### config.mk
export PLATFORM = sky130hd
export DESIGN_NAME = fac_audio_clock_gen
export DESIGN_NICKNAME = d
export VERILOG_FILES = /design/src/include/fac_pkg.sv /design/src/core/fac_audio_clock_gen.sv /design/src/core/fac_edge_divider.sv
export SDC_FILE = /design/constraint.sdc
export NUM_CORES = 1
export LEC_CHECK = 0
export BUFFER_PORTS_ARGS = -buffer_cell sky130_fd_sc_hd__buf_2
export CAP_MARGIN = 20
export CORE_ASPECT_RATIO = 1.1
export CORE_MARGIN = 2
export CORE_UTILIZATION = 35
export DETAILED_ROUTE_END_ITERATION = 12
export HOLD_SLACK_MARGIN = 0.05
export PLACE_DENSITY = 0.54
export SYNTH_ARGS = -nofsm -noshare
export SYNTH_HDL_FRONTEND = slang
export SYNTH_HIERARCHICAL = 1
export SYNTH_SLANG_ARGS = --single-unit
### constraint.sdc
create_clock -name ref_clk -period 5.55 [get_ports ref_clk]
set_input_delay 0.8325 -clock ref_clk [delete_from_list [all_inputs] [get_ports ref_clk]]
set_output_delay 0.8325 -clock ref_clk [all_outputs]
set_load 0.03 [all_outputs]
### src/include/fac_pkg.sv
// Constants for the field-locked audio clock generator: register subaddresses,
// field layouts, reset values and timing figures.
// Assumes a single 25 MHz reference clock drives every register of the block.
package fac_pkg;
   // Reference clock
   localparam int unsigned CLK_HZ          = 25_000_000;
   localparam int unsigned CLK_PERIOD_NS   = 1_000_000_000 / CLK_HZ;

   // Field widths
   localparam int unsigned CPF_W           = 18;
   localparam int unsigned INC_W           = 22;
   localparam int unsigned DIV_W           = 6;
   localparam int unsigned CTRL_W          = 4;

   // Subaddresses
   localparam logic [7:0] ADDR_CPF_LOW     = 8'h30;
   localparam logic [7:0] ADDR_CPF_MID     = 8'h31;
   localparam logic [7:0] ADDR_CPF_HIGH    = 8'h32;
   localparam logic [7:0] ADDR_INC_LOW     = 8'h34;
   localparam logic [7:0] ADDR_INC_MID     = 8'h35;
   localparam logic [7:0] ADDR_INC_HIGH    = 8'h36;
   localparam logic [7:0] ADDR_BIT_RATIO   = 8'h38;
   localparam logic [7:0] ADDR_CHAN_RATIO  = 8'h39;
   localparam logic [7:0] ADDR_CTRL        = 8'h3a;

   // Implemented bits per byte register
   localparam logic [7:0] MASK_FULL        = 8'hff;
   localparam logic [7:0] MASK_CPF_HIGH    = 8'h03;
   localparam logic [7:0] MASK_INC_HIGH    = 8'h3f;
   localparam logic [7:0] MASK_RATIO       = 8'h3f;
   localparam logic [7:0] MASK_CTRL        = 8'h0f;
   localparam logic [7:0] MASK_NONE        = 8'h00;

   // Control register bit positions
   localparam int unsigned CTRL_PLL_OPEN   = 3;
   localparam int unsigned CTRL_VREF_SRC   = 2;
   localparam int unsigned CTRL_CHAN_PHASE = 1;
   localparam int unsigned CTRL_BIT_PHASE  = 0;

   // Reset values
   localparam logic [CPF_W-1:0]  RST_CPF   = 18'h0_0000;
   localparam logic [INC_W-1:0]  RST_INC   = 22'h00_0000;
   localparam logic [DIV_W-1:0]  RST_RATIO = 6'h00;
   localparam logic [CTRL_W-1:0] RST_CTRL  = 4'h0;

   // Phase accumulator and lock loop defaults
   localparam int unsigned ACC_W_DEF       = 24;
   localparam int unsigned LOOP_SHIFT_DEF  = 4;
endpackage : fac_pkg

### src/core/fac_audio_clock_gen.sv
// Field-locked audio clock generator: byte register file, phase-accumulator
// master clock with field lock loop, and bit and channel clock dividers.
// Assumes a byte register port fed by the serial control interface, one cycle
// write and read strobes, and a vertical pulse from the decoder on ref_clk.
`timescale 1ns/1ps
// Summary of operation
// 18-bit master cycles per field, three byte registers, LSB first.
// 22-bit nominal increment, three byte registers, LSB first.
// 6-bit ratio divides the master clock down to the bit clock.
// 6-bit ratio divides the bit clock down to the channel clock.
// Mode bit clear: loop locks master clock to field; set: free-running.
// Source bit clear: decoder vertical pulse; set: expansion-port vertical input.
// Channel clock moves on bit clock falling edges, or rising when set.
// Bit clock moves on master clock falling edges, or rising when set.
// Locked loop trims increment so programmed cycles fit each field.
// Unused upper register bits read zero and ignore writes.
module fac_audio_clock_gen #(
   parameter int unsigned ACC_W      = fac_pkg::ACC_W_DEF,     // Accumulator width
   parameter int unsigned LOOP_SHIFT = fac_pkg::LOOP_SHIFT_DEF // Loop gain shift
) (
   input  wire logic       ref_clk,                // 25 MHz reference clock
   input  wire logic       nrst,                   // Synchronous reset, active low
   input  wire logic [7:0] reg_addr,               // Register subaddress
   input  wire logic [7:0] reg_wdata,              // Write data
   input  wire logic       reg_wr,                 // Write strobe, one cycle
   input  wire logic       reg_rd,                 // Read strobe, one cycle
   output logic      [7:0] reg_rdata,              // Read data, valid cycle after strobe
   input  wire logic       vref_internal,          // Decoder vertical pulse, same clock
   input  wire logic       expansion_vertical_ref, // Expansion-port vertical pin
   output logic            audio_master_clock,     // Master clock out
   output logic            audio_bit_clock,        // Serial bit clock out
   output logic            channel_select_clock    // Channel select clock out
);
   localparam int unsigned CPF_W = fac_pkg::CPF_W;
   localparam int unsigned INC_W = fac_pkg::INC_W;
   localparam int unsigned DIV_W = fac_pkg::DIV_W;
   localparam int unsigned ERR_W = CPF_W + 2;
   localparam int unsigned COR_W = INC_W + 2;

   // Implemented-bit mask of a subaddress; zero marks an unmapped one
   function automatic logic [7:0] fac_reg_mask(input logic [7:0] addr);
      case (addr)
         fac_pkg::ADDR_CPF_LOW,
         fac_pkg::ADDR_CPF_MID,
         fac_pkg::ADDR_INC_LOW,
         fac_pkg::ADDR_INC_MID:    fac_reg_mask = fac_pkg::MASK_FULL;
         fac_pkg::ADDR_CPF_HIGH:   fac_reg_mask = fac_pkg::MASK_CPF_HIGH;
         fac_pkg::ADDR_INC_HIGH:   fac_reg_mask = fac_pkg::MASK_INC_HIGH;
         fac_pkg::ADDR_BIT_RATIO,
         fac_pkg::ADDR_CHAN_RATIO: fac_reg_mask = fac_pkg::MASK_RATIO;
         fac_pkg::ADDR_CTRL:       fac_reg_mask = fac_pkg::MASK_CTRL;
         default:                  fac_reg_mask = fac_pkg::MASK_NONE;
      endcase
   endfunction : fac_reg_mask

   logic [CPF_W-1:0]           cycles_per_field;
   logic [INC_W-1:0]           nominal_increment;
   logic [DIV_W-1:0]           bit_clock_divider;
   logic [DIV_W-1:0]           channel_clock_divider;
   logic [fac_pkg::CTRL_W-1:0] audio_clock_control;
   logic [7:0]                 wdata_m;
   logic [7:0]                 next_rdata;

   wire pll_open_mode       = audio_clock_control[fac_pkg::CTRL_PLL_OPEN];
   wire vertical_ref_source = audio_clock_control[fac_pkg::CTRL_VREF_SRC];
   wire channel_clock_phase = audio_clock_control[fac_pkg::CTRL_CHAN_PHASE];
   wire bit_clock_phase     = audio_clock_control[fac_pkg::CTRL_BIT_PHASE];

   assign wdata_m = reg_wdata & fac_reg_mask(reg_addr);

   // Register writes
   always_ff @(posedge ref_clk) begin
      if (!nrst) begin
         cycles_per_field      <= fac_pkg::RST_CPF;
         nominal_increment     <= fac_pkg::RST_INC;
         bit_clock_divider     <= fac_pkg::RST_RATIO;
         channel_clock_divider <= fac_pkg::RST_RATIO;
         audio_clock_control   <= fac_pkg::RST_CTRL;
      end else if (reg_wr) begin
         case (reg_addr)
            fac_pkg::ADDR_CPF_LOW:    cycles_per_field[7:0]   <= wdata_m;
            fac_pkg::ADDR_CPF_MID:    cycles_per_field[15:8]  <= wdata_m;
            fac_pkg::ADDR_CPF_HIGH:   cycles_per_field[17:16] <= wdata_m[1:0];
            fac_pkg::ADDR_INC_LOW:    nominal_increment[7:0]   <= wdata_m;
            fac_pkg::ADDR_INC_MID:    nominal_increment[15:8]  <= wdata_m;
            fac_pkg::ADDR_INC_HIGH:   nominal_increment[21:16] <= wdata_m[5:0];
            fac_pkg::ADDR_BIT_RATIO:  bit_clock_divider     <= wdata_m[5:0];
            fac_pkg::ADDR_CHAN_RATIO: channel_clock_divider <= wdata_m[5:0];
            fac_pkg::ADDR_CTRL:       audio_clock_control   <= wdata_m[3:0];
            default:                  ;
         endcase
      end
   end

   // Read mux; unmapped subaddresses read zero
   always_comb begin
      case (reg_addr)
         fac_pkg::ADDR_CPF_LOW:    next_rdata = cycles_per_field[7:0];
         fac_pkg::ADDR_CPF_MID:    next_rdata = cycles_per_field[15:8];
         fac_pkg::ADDR_CPF_HIGH:   next_rdata = {6'h00, cycles_per_field[17:16]};
         fac_pkg::ADDR_INC_LOW:    next_rdata = nominal_increment[7:0];
         fac_pkg::ADDR_INC_MID:    next_rdata = nominal_increment[15:8];
         fac_pkg::ADDR_INC_HIGH:   next_rdata = {2'h0, nominal_increment[21:16]};
         fac_pkg::ADDR_BIT_RATIO:  next_rdata = {2'h0, bit_clock_divider};
         fac_pkg::ADDR_CHAN_RATIO: next_rdata = {2'h0, channel_clock_divider};
         fac_pkg::ADDR_CTRL:       next_rdata = {4'h0, audio_clock_control};
         default:                  next_rdata = 8'h00;
      endcase
   end

   always_ff @(posedge ref_clk) begin
      if (!nrst) begin
         reg_rdata <= 8'h00;
      end else if (reg_rd) begin
         reg_rdata <= next_rdata & fac_reg_mask(reg_addr);
      end
   end

   // Pin synchroniser; first stage feeds only the second
   logic [2:0] xvr_sync;
   logic       xvr_level;

   always_ff @(posedge ref_clk) begin
      if (!nrst) begin
         xvr_sync  <= 3'h0;
         xvr_level <= 1'b0;
      end else begin
         xvr_sync <= {xvr_sync[1:0], expansion_vertical_ref};
         if (xvr_sync[1] == xvr_sync[2]) begin
            xvr_level <= xvr_sync[2];
         end
      end
   end

   // Reference selection and rising-edge detection
   logic vref_sel;
   logic vref_prev;
   logic vref_edge;

   assign vref_sel  = vertical_ref_source ? xvr_level : vref_internal;
   assign vref_edge = vref_sel & ~vref_prev;

   always_ff @(posedge ref_clk) begin
      if (!nrst) begin
         vref_prev <= 1'b0;
      end else begin
         vref_prev <= vref_sel;
      end
   end

   // Phase accumulator; its top bit is the master clock
   logic [ACC_W-1:0]        acc;
   logic signed [COR_W-1:0] correction;
   logic signed [COR_W-1:0] inc_sum;
   logic [INC_W-1:0]        inc_eff;
   logic                    audio_master_clock_prev;
   logic                    audio_master_clock_rise;
   logic                    audio_master_clock_fall;

   assign inc_sum = $signed({2'b00, nominal_increment}) + correction;
   // Clamp keeps the trimmed increment in its legal range
   always_comb begin
      if (inc_sum < 0) begin
         inc_eff = '0;
      end else if (inc_sum[COR_W-1:INC_W] != '0) begin
         inc_eff = '1;
      end else begin
         inc_eff = inc_sum[INC_W-1:0];
      end
   end

   always_ff @(posedge ref_clk) begin
      if (!nrst) begin
         acc        <= '0;
         audio_master_clock_prev <= 1'b0;
      end else begin
         acc        <= acc + ACC_W'(inc_eff);
         audio_master_clock_prev <= acc[ACC_W-1];
      end
   end

   assign audio_master_clock = acc[ACC_W-1];
   assign audio_master_clock_rise         = acc[ACC_W-1] & ~audio_master_clock_prev;
   assign audio_master_clock_fall         = ~acc[ACC_W-1] & audio_master_clock_prev;

   // Master cycles counted over one reference interval, saturating
   logic [CPF_W-1:0]        field_count;
   logic signed [ERR_W-1:0] field_err;

   assign field_err = $signed({2'b00, cycles_per_field}) - $signed({2'b00, field_count});

   always_ff @(posedge ref_clk) begin
      if (!nrst) begin
         field_count <= '0;
      end else if (vref_edge) begin
         field_count <= audio_master_clock_rise ? CPF_W'(1) : '0;
      end else if (audio_master_clock_rise && field_count != '1) begin
         field_count <= field_count + CPF_W'(1);
      end
   end

   // Lock loop; the shift trades capture speed for jitter
   logic signed [COR_W-1:0] err_step;
   logic signed [COR_W-1:0] next_correction;

   assign err_step        = COR_W'(field_err >>> LOOP_SHIFT);
   assign next_correction = correction + err_step;

   always_ff @(posedge ref_clk) begin
      if (!nrst) begin
         correction <= '0;
      end else if (pll_open_mode) begin
         correction <= '0;
      end else if (vref_edge) begin
         correction <= (err_step == '0 && field_err != '0)
                       ? correction + COR_W'(field_err > 0 ? 1 : -1)
                       : next_correction;
      end
   end

   // Bit clock from master clock, channel clock from bit clock
   logic bclk_rise;
   logic bclk_fall;

   fac_edge_divider #(.RATIO_W(DIV_W)) u_bit_div (
      .clk        (ref_clk),
      .nrst       (nrst),
      .src_rise   (audio_master_clock_rise),
      .src_fall   (audio_master_clock_fall),
      .ratio      (bit_clock_divider),
      .phase_rise (bit_clock_phase),
      .div_out    (audio_bit_clock),
      .div_rise   (bclk_rise),
      .div_fall   (bclk_fall)
   );

   fac_edge_divider #(.RATIO_W(DIV_W)) u_chan_div (
      .clk        (ref_clk),
      .nrst       (nrst),
      .src_rise   (bclk_rise),
      .src_fall   (bclk_fall),
      .ratio      (channel_clock_divider),
      .phase_rise (channel_clock_phase),
      .div_out    (channel_select_clock),
      .div_rise   (),
      .div_fall   ()
   );
endmodule : fac_audio_clock_gen

### src/core/fac_edge_divider.sv
// Edge-counting clock divider with selectable trigger edge.
// Assumes source edges arrive as one-cycle pulses on the same clock.
`timescale 1ns/1ps
module fac_edge_divider #(
   parameter int unsigned RATIO_W = fac_pkg::DIV_W
) (
   input  wire logic               clk,        // Reference clock
   input  wire logic               nrst,       // Synchronous reset, active low
   input  wire logic               src_rise,   // Source clock rising edge pulse
   input  wire logic               src_fall,   // Source clock falling edge pulse
   input  wire logic [RATIO_W-1:0] ratio,      // Selected edges per half period
   input  wire logic               phase_rise, // 1: trigger on rising edges
   output logic                    div_out,    // Divided clock level
   output logic                    div_rise,   // Divided clock rising edge pulse
   output logic                    div_fall    // Divided clock falling edge pulse
);
   logic [RATIO_W-1:0] cnt;
   logic [RATIO_W-1:0] ratio_m1;
   logic               sel_edge;
   logic               last;
   logic               out_prev;

   // Ratio 0 behaves as ratio 1 so the output never stalls
   assign ratio_m1 = (ratio == '0) ? '0 : ratio - RATIO_W'(1);
   assign sel_edge = phase_rise ? src_rise : src_fall;
   // Compare with >= so a ratio lowered mid-count cannot run away
   assign last     = (cnt >= ratio_m1);

   always_ff @(posedge clk) begin
      if (!nrst) begin
         cnt     <= '0;
         div_out <= 1'b0;
      end else if (sel_edge) begin
         if (last) begin
            cnt     <= '0;
            div_out <= ~div_out;
         end else begin
            cnt <= cnt + RATIO_W'(1);
         end
      end
   end

   always_ff @(posedge clk) begin
      if (!nrst) begin
         out_prev <= 1'b0;
      end else begin
         out_prev <= div_out;
      end
   end

   assign div_rise = div_out & ~out_prev;
   assign div_fall = ~div_out & out_prev;
endmodule : fac_edge_divider

# Word level (Yosys, flattened, before mapping)

Index checks and enable logic that the tools add are counted.

Word-level logic and storage cells: 101
Input bits: 22
Register bits after elaboration: 151
Output and inout port bits: 11

$lt $le $gt $ge: 4
Equal/unequal tests: 11
Reduce and logical (&&, ||, !) cells: 22
Bitwise operators: 14
Add/subtract/negate cells: 10
Mux-type cells: 18

Operator list:

| cell                                                 | number |
|---|---|
| == test 8 x 6 -> 1 bit (second input constant)       | 9 |
| case mux 8 bit (9 select lines)                      | 1 |
| 2-to-1 mux 24 bit                                    | 2 |
| 2-to-1 mux 22 bit                                    | 2 |
| 2-to-1 mux 18 bit                                    | 2 |
| case mux 8 bit (4 select lines)                      | 1 |
| adder 23 x 24 -> 24 bit                              | 1 |
| adder 24 x 15 -> 24 bit                              | 1 |
| adder 24 x 22 -> 24 bit                              | 1 |
| adder 24 bit                                         | 1 |
| zero test 24 bit                                     | 1 |
| < comparator 24 x 1 -> 1 bit (second input constant) | 1 |
| 2-to-1 mux 6 bit                                     | 4 |
| AND reduction 2 bit                                  | 11 |
| nonzero test 20 bit                                  | 1 |
| > comparator 19 x 1 -> 1 bit (second input constant) | 1 |
| subtractor 18 x 18 -> 19 bit                         | 1 |
| adder 18 x 1 -> 18 bit (second input constant)       | 1 |
| inequality test 18 bit (second input constant)       | 1 |
| AND 8 bit                                            | 2 |
| 2-to-1 mux 8 bit                                     | 2 |
| adder 6 x 1 -> 6 bit (second input constant)         | 2 |
| greater-or-equal comparator 6 bit                    | 2 |
| zero test 6 bit                                      | 2 |
| other kinds (10)                                     | 26 |

# Depth between registers and ports, before layout

Word-level depth: 6
Depth in mapped cells: 22
Depth with buffers taken out: 22

# Modules after synthesis

The synthesis kept the hierarchy.

Modules (own cells, without submodules):

| module              | cells an instance | area an instance (um^2) | times used | seq. area each (um^2) |
|---|---|---|---|---|
| fac_audio_clock_gen | 1234              | 9944.5                  | 1          | 2722.6 |
| fac_edge_divider    | 75                | 648.1                   | 2          | 160.2 |

# Least setup slack after synthesis

Ideal clock, no wire load.

Path kind: register to register
Start: register correction[0]
End: register acc[12]
Clock period less this slack: 4.678 ns
Arrival: 4.564 ns
Library setup time: 0.115 ns
Stages on the path, launching flop included: 22
Path slack: 0.872 ns
Buffers on the path: 0
Required time: 5.435 ns
Cells stage by stage: dfxtp_1 ha_1 inv_1 fa_1 nor2b_1 o31ai_2 a21oi_1 o211ai_1 a21boi_1 a311oi_1 xor2_1 a21oi_1 ha_1 fa_1 a21o_1 a21o_1 a2111oi_4 o311ai_4 a2111oi_2 nor3_1 xor2_1 and2_1

Cells in the longest elaborated chain, start to end: 5
Elaborated cells on any way between the ends: 6
Those cells by class: add/sub (2); order compare (1); mux (2); reduce/logical (1)

Ends and longest elaborated chain:

| item                                                                 | RTL line                   | text |
|---|---|---|
| from (decl)                                                          | fac_audio_clock_gen.sv:153 | `logic signed [COR_W-1:0] correction;` |
| from (signal assigned)                                               | fac_audio_clock_gen.sv:215 | `correction <= (err_step == '0 && field_err != '0)` |
| adder 23 x 24 -> 24 bit (*)                                          | fac_audio_clock_gen.sv:160 | `assign inc_sum = $signed({2'b00, nominal_increment}) + correction;` |
| branches (longest 2 deep; another with < comparator 24 x 1 -> 1 bit) | n/a                        |  |
| 2-to-1 mux 22 bit (*)                                                | fac_audio_clock_gen.sv:163 | `if (inc_sum < 0) begin` |
| adder 24 x 22 -> 24 bit (*)                                          | fac_audio_clock_gen.sv:177 | `acc <= acc + ACC_W'(inc_eff);` |
| to (signal assigned)                                                 | fac_audio_clock_gen.sv:177 |  |
| to (decl)                                                            | fac_audio_clock_gen.sv:152 | `logic [ACC_W-1:0] acc;` |

Every way passes the cells marked *.
A chain may end at the register's enable or synchronous reset.

# Worst setup path after layout

Start: register field_count[0]
End: register correction[20]

Cells in the longest elaborated chain, start to end: 5
Elaborated cells on any way between the ends: 9
Those cells by class: add/sub (3); order compare (1); mux (2); reduce/logical (3)

Ends and longest elaborated chain:

| item                             | RTL line                   | text |
|---|---|---|
| from (decl)                      | fac_audio_clock_gen.sv:187 | `logic [CPF_W-1:0] field_count;` |
| from (signal assigned)           | fac_audio_clock_gen.sv:196 | `field_count <= audio_master_clock_rise ? CPF_W'(1) : '0;` |
| from (signal assigned)           | fac_audio_clock_gen.sv:198 | `field_count <= field_count + CPF_W'(1);` |
| subtractor 18 x 18 -> 19 bit (*) | fac_audio_clock_gen.sv:190 | `assign field_err = $signed({2'b00, cycles_per_field}) - $signed({2'b00, field_count});` |
| > comparator 19 x 1 -> 1 bit     | fac_audio_clock_gen.sv:216 | `? correction + COR_W'(field_err > 0 ? 1 : -1)` |
| 2-to-1 mux 24 bit                | fac_audio_clock_gen.sv:216 |  |
| adder 24 bit                     | fac_audio_clock_gen.sv:216 |  |
| 2-to-1 mux 24 bit (*)            | fac_audio_clock_gen.sv:216 |  |

Mark *: on every way between the ends. The rest lies on a longest branch, timed or not.

==> reports/metrics.csv <==
metric,value,unit
root buffer cell,clkbuf_16,
final wirelength,30600,um
IO Count,33,
Post-DRT Antenna Nets,0,
IO Port Bufs,32,
sw frac,0.299,
final hold vios,0,
slowest CP cell,fa_1,
Overall Global Routing Usage,0.183,
Max-Cap Viols,0,
Fillers,3243,
Avg WL per Cell,16.8,um
num rows,68,
worst hold path class,reg2reg,
clock slew at reported path FFs,70,ps
"Clk Latency, worst-skew pair",440,ps
Die ar.,33500,um2
Syn Inst Count,1381,
net switching power,813,uW
die height,192,um
Syn Nets,1509,
critical path type,reg2reg,
worst-margin pin slew,708,ps
hold buffers post-CTS,0,
Post-Place Cell Area,11800,um2
CP Max Fanout,4,
# diodes,0,
first-pass GRT wire length,48700,um
worst vdd ir,0.000190,V
share of cells above drive strength 1,0.0819,
HP Start,xvr_sync[0]$_SDFF_PN0_,
initial antenna violation count,0,
leakage,0.00527,uW
"Data arrival, critical path",5500,ps
worst path cell trace,"ha_1, inv_1, fa_1, a211oi_1, o21ai_1, o211ai_1, a21oi_1, nor3_1, mux2i_1, o41ai_2, ha_1, fa_1, a21o_1, a21oi_1, o21ai_0, a211oi_2, a31oi_1, a221oi_1, nor4_1, a211o_1",
CTS Buf Count,17,
smallest hold slack,432,ps
RR Startpoint,field_count[0]$_SDFFE_PN0P_,
Syn Area/Cell,8.12,um2
Worst R2R End,correction[20]$_SDFFE_PP0P_,
vias in the first global route,9177,
CTS H-tree lvls,4,
Pre-antenna DRT Iters,5,
final setup violation count,0,
synth warn,6,
GPL Wtd Cong,0.871,
flop2flop setup slack,390,ps
fin. max-slew vios,0,
Tmin final,5160,ps
most frequent cells in the layout,"dfxtp_1, nand2_1, a21oi_1, ha_1, o21ai_0",
die width,175,um
Crit. End Element,register,
Hold EP,xvr_sync[1]$_SDFF_PN0_,
unrepaired setup endpoints after global routing,no,
Congestion Overflow GR,0,
CTS sink cnt,151,
core area,31500,um2
P&R area growth vs syn,10.0,%
clock skew,14.6,ps
"most common cell after layout, fill and taps aside",dfxtp_1,
Seq pwr share,0.424,
Slew headroom,0.525,
Int Pwr,1910,uW
Worst path max stage delay,430,ps
CTS Buffer Depth,2,
Critical Path Source Type,register,
Via Count,9823,
Final #Nets,1520,
starting density of the core,0.356,
Via density,5.38,
DRC violations left,0,
hpwl dp,23300,um
Comb pwr share,0.160,
detailed router's first-iteration violation count,547,
fin crit share,0.930,
Post-Syn Area,11200,um2
Hold Path Depth,1,
largest net degree at the start of global routing,45,
FMAX,194,MHz
CTS tree,built,
Power Density,221,nW/um2
status,"complete, no violations",
cells on worst reg2reg path,20,
Clock power frac,0.416,
Worst EP required,5890,ps
Setup TNS,0,ps
post-route cell area,12300,um2
-- power groups by stage --
stage	Combinational [uW]	Sequential [uW]	Clock, uW
floorplan	332	1170	0
detailed placement	431	1180	0
CTS	435	1150	1160
finish	435	1150	1130
global placement	430	1180	0
global route	490	1160	1200
-- registers in the layout (all words and copies together) (netlist names) --
register	count
correction	24
audio_clock_control	4
channel_clock_divider	6
u_bit_div/out_prev	1
audio_master_clock_prev	1
vref_prev	1
u_chan_div/cnt	6
field_count	18
xvr_sync	3
bit_clock_divider	6
u_bit_div/div_out	1
cycles_per_field	18
acc	24
u_bit_div/cnt	6
nominal_increment	22
u_chan_div/div_out	1
reg_rdata	8
xvr_level	1
-- worst max-delay path by stage --
| stage | from | endpoint | slack, ps | cells past startpoint |
|---|---|---|---|---|
| floorplan | correction[0]$_SDFFE_PP0P_ | acc[12]$_SDFF_PN0_ | 870 | 21 |
| global placement | correction[0]$_SDFFE_PP0P_ | acc[12]$_SDFF_PN0_ | 470 | 21 |
| detailed placement | nominal_increment[0]$_SDFFE_PN0P_ | acc[12]$_SDFF_PN0_ | 390 | 21 |
| CTS | nominal_increment[0]$_SDFFE_PN0P_ | acc[22]$_SDFF_PN0_ | 330 | 21 |
| global route | field_count[0]$_SDFFE_PN0P_ | correction[20]$_SDFFE_PP0P_ | 10 | 20 |
| finish | field_count[0]$_SDFFE_PN0P_ | correction[20]$_SDFFE_PP0P_ | 390 | 20 |
-- critical path: cells and delay by family (launching register included) --
family / cells / cell delay (ps)
and+or+nand+nor: 2 / 440
DFF: 1 / 410
AOI/OAI and AO/OA: 12 / 2630
muxes: 1 / 260
buffers and inverters: 1 / 50
adders and majority gates: 4 / 1280
-- metrics by stage --
step                total power [uW]  worst slack [ps]  utilization  std cells
floorplan                       1510               872            -       1381
finish                          2720               388        0.392       1825
global placement                1610               466        0.373       1792
detailed placement              1610               387        0.373       1792
CTS                             2750               326        0.391       1824
global route                    2850              10.7        0.392       1825
-- layout make-up --
class	instances	area (um2)	area share
Sequential cell	151	3020	0.245
Timing Repair Buffer	44	250	0.0203
Multi-Input combinational cell	1129	7790	0.631
Inverter	49	184	0.0149
Tap cell	420	526	0.0426
Clock inverter	13	110	0.00893
Clock buffer	19	453	0.0367
-- routing by layer --
layer / track usage / part of all wire / vias up
met4: 0.0587 / 0.021 / 0
met3: 0.0309 / 0.031 / 40
met2: 0.309 / 0.47 / 160
met5: 0 / 0 / -
li1: - / - / 5041
met1: 0.238 / 0.48 / 4582
-- what timing repair did --
item                                    CTS  global route
buffers inserted                          0             1
gates resized for setup                   0             2
endpoints found under the setup margin    0             5
Note: power is estimated with default switching activity, not from simulation.
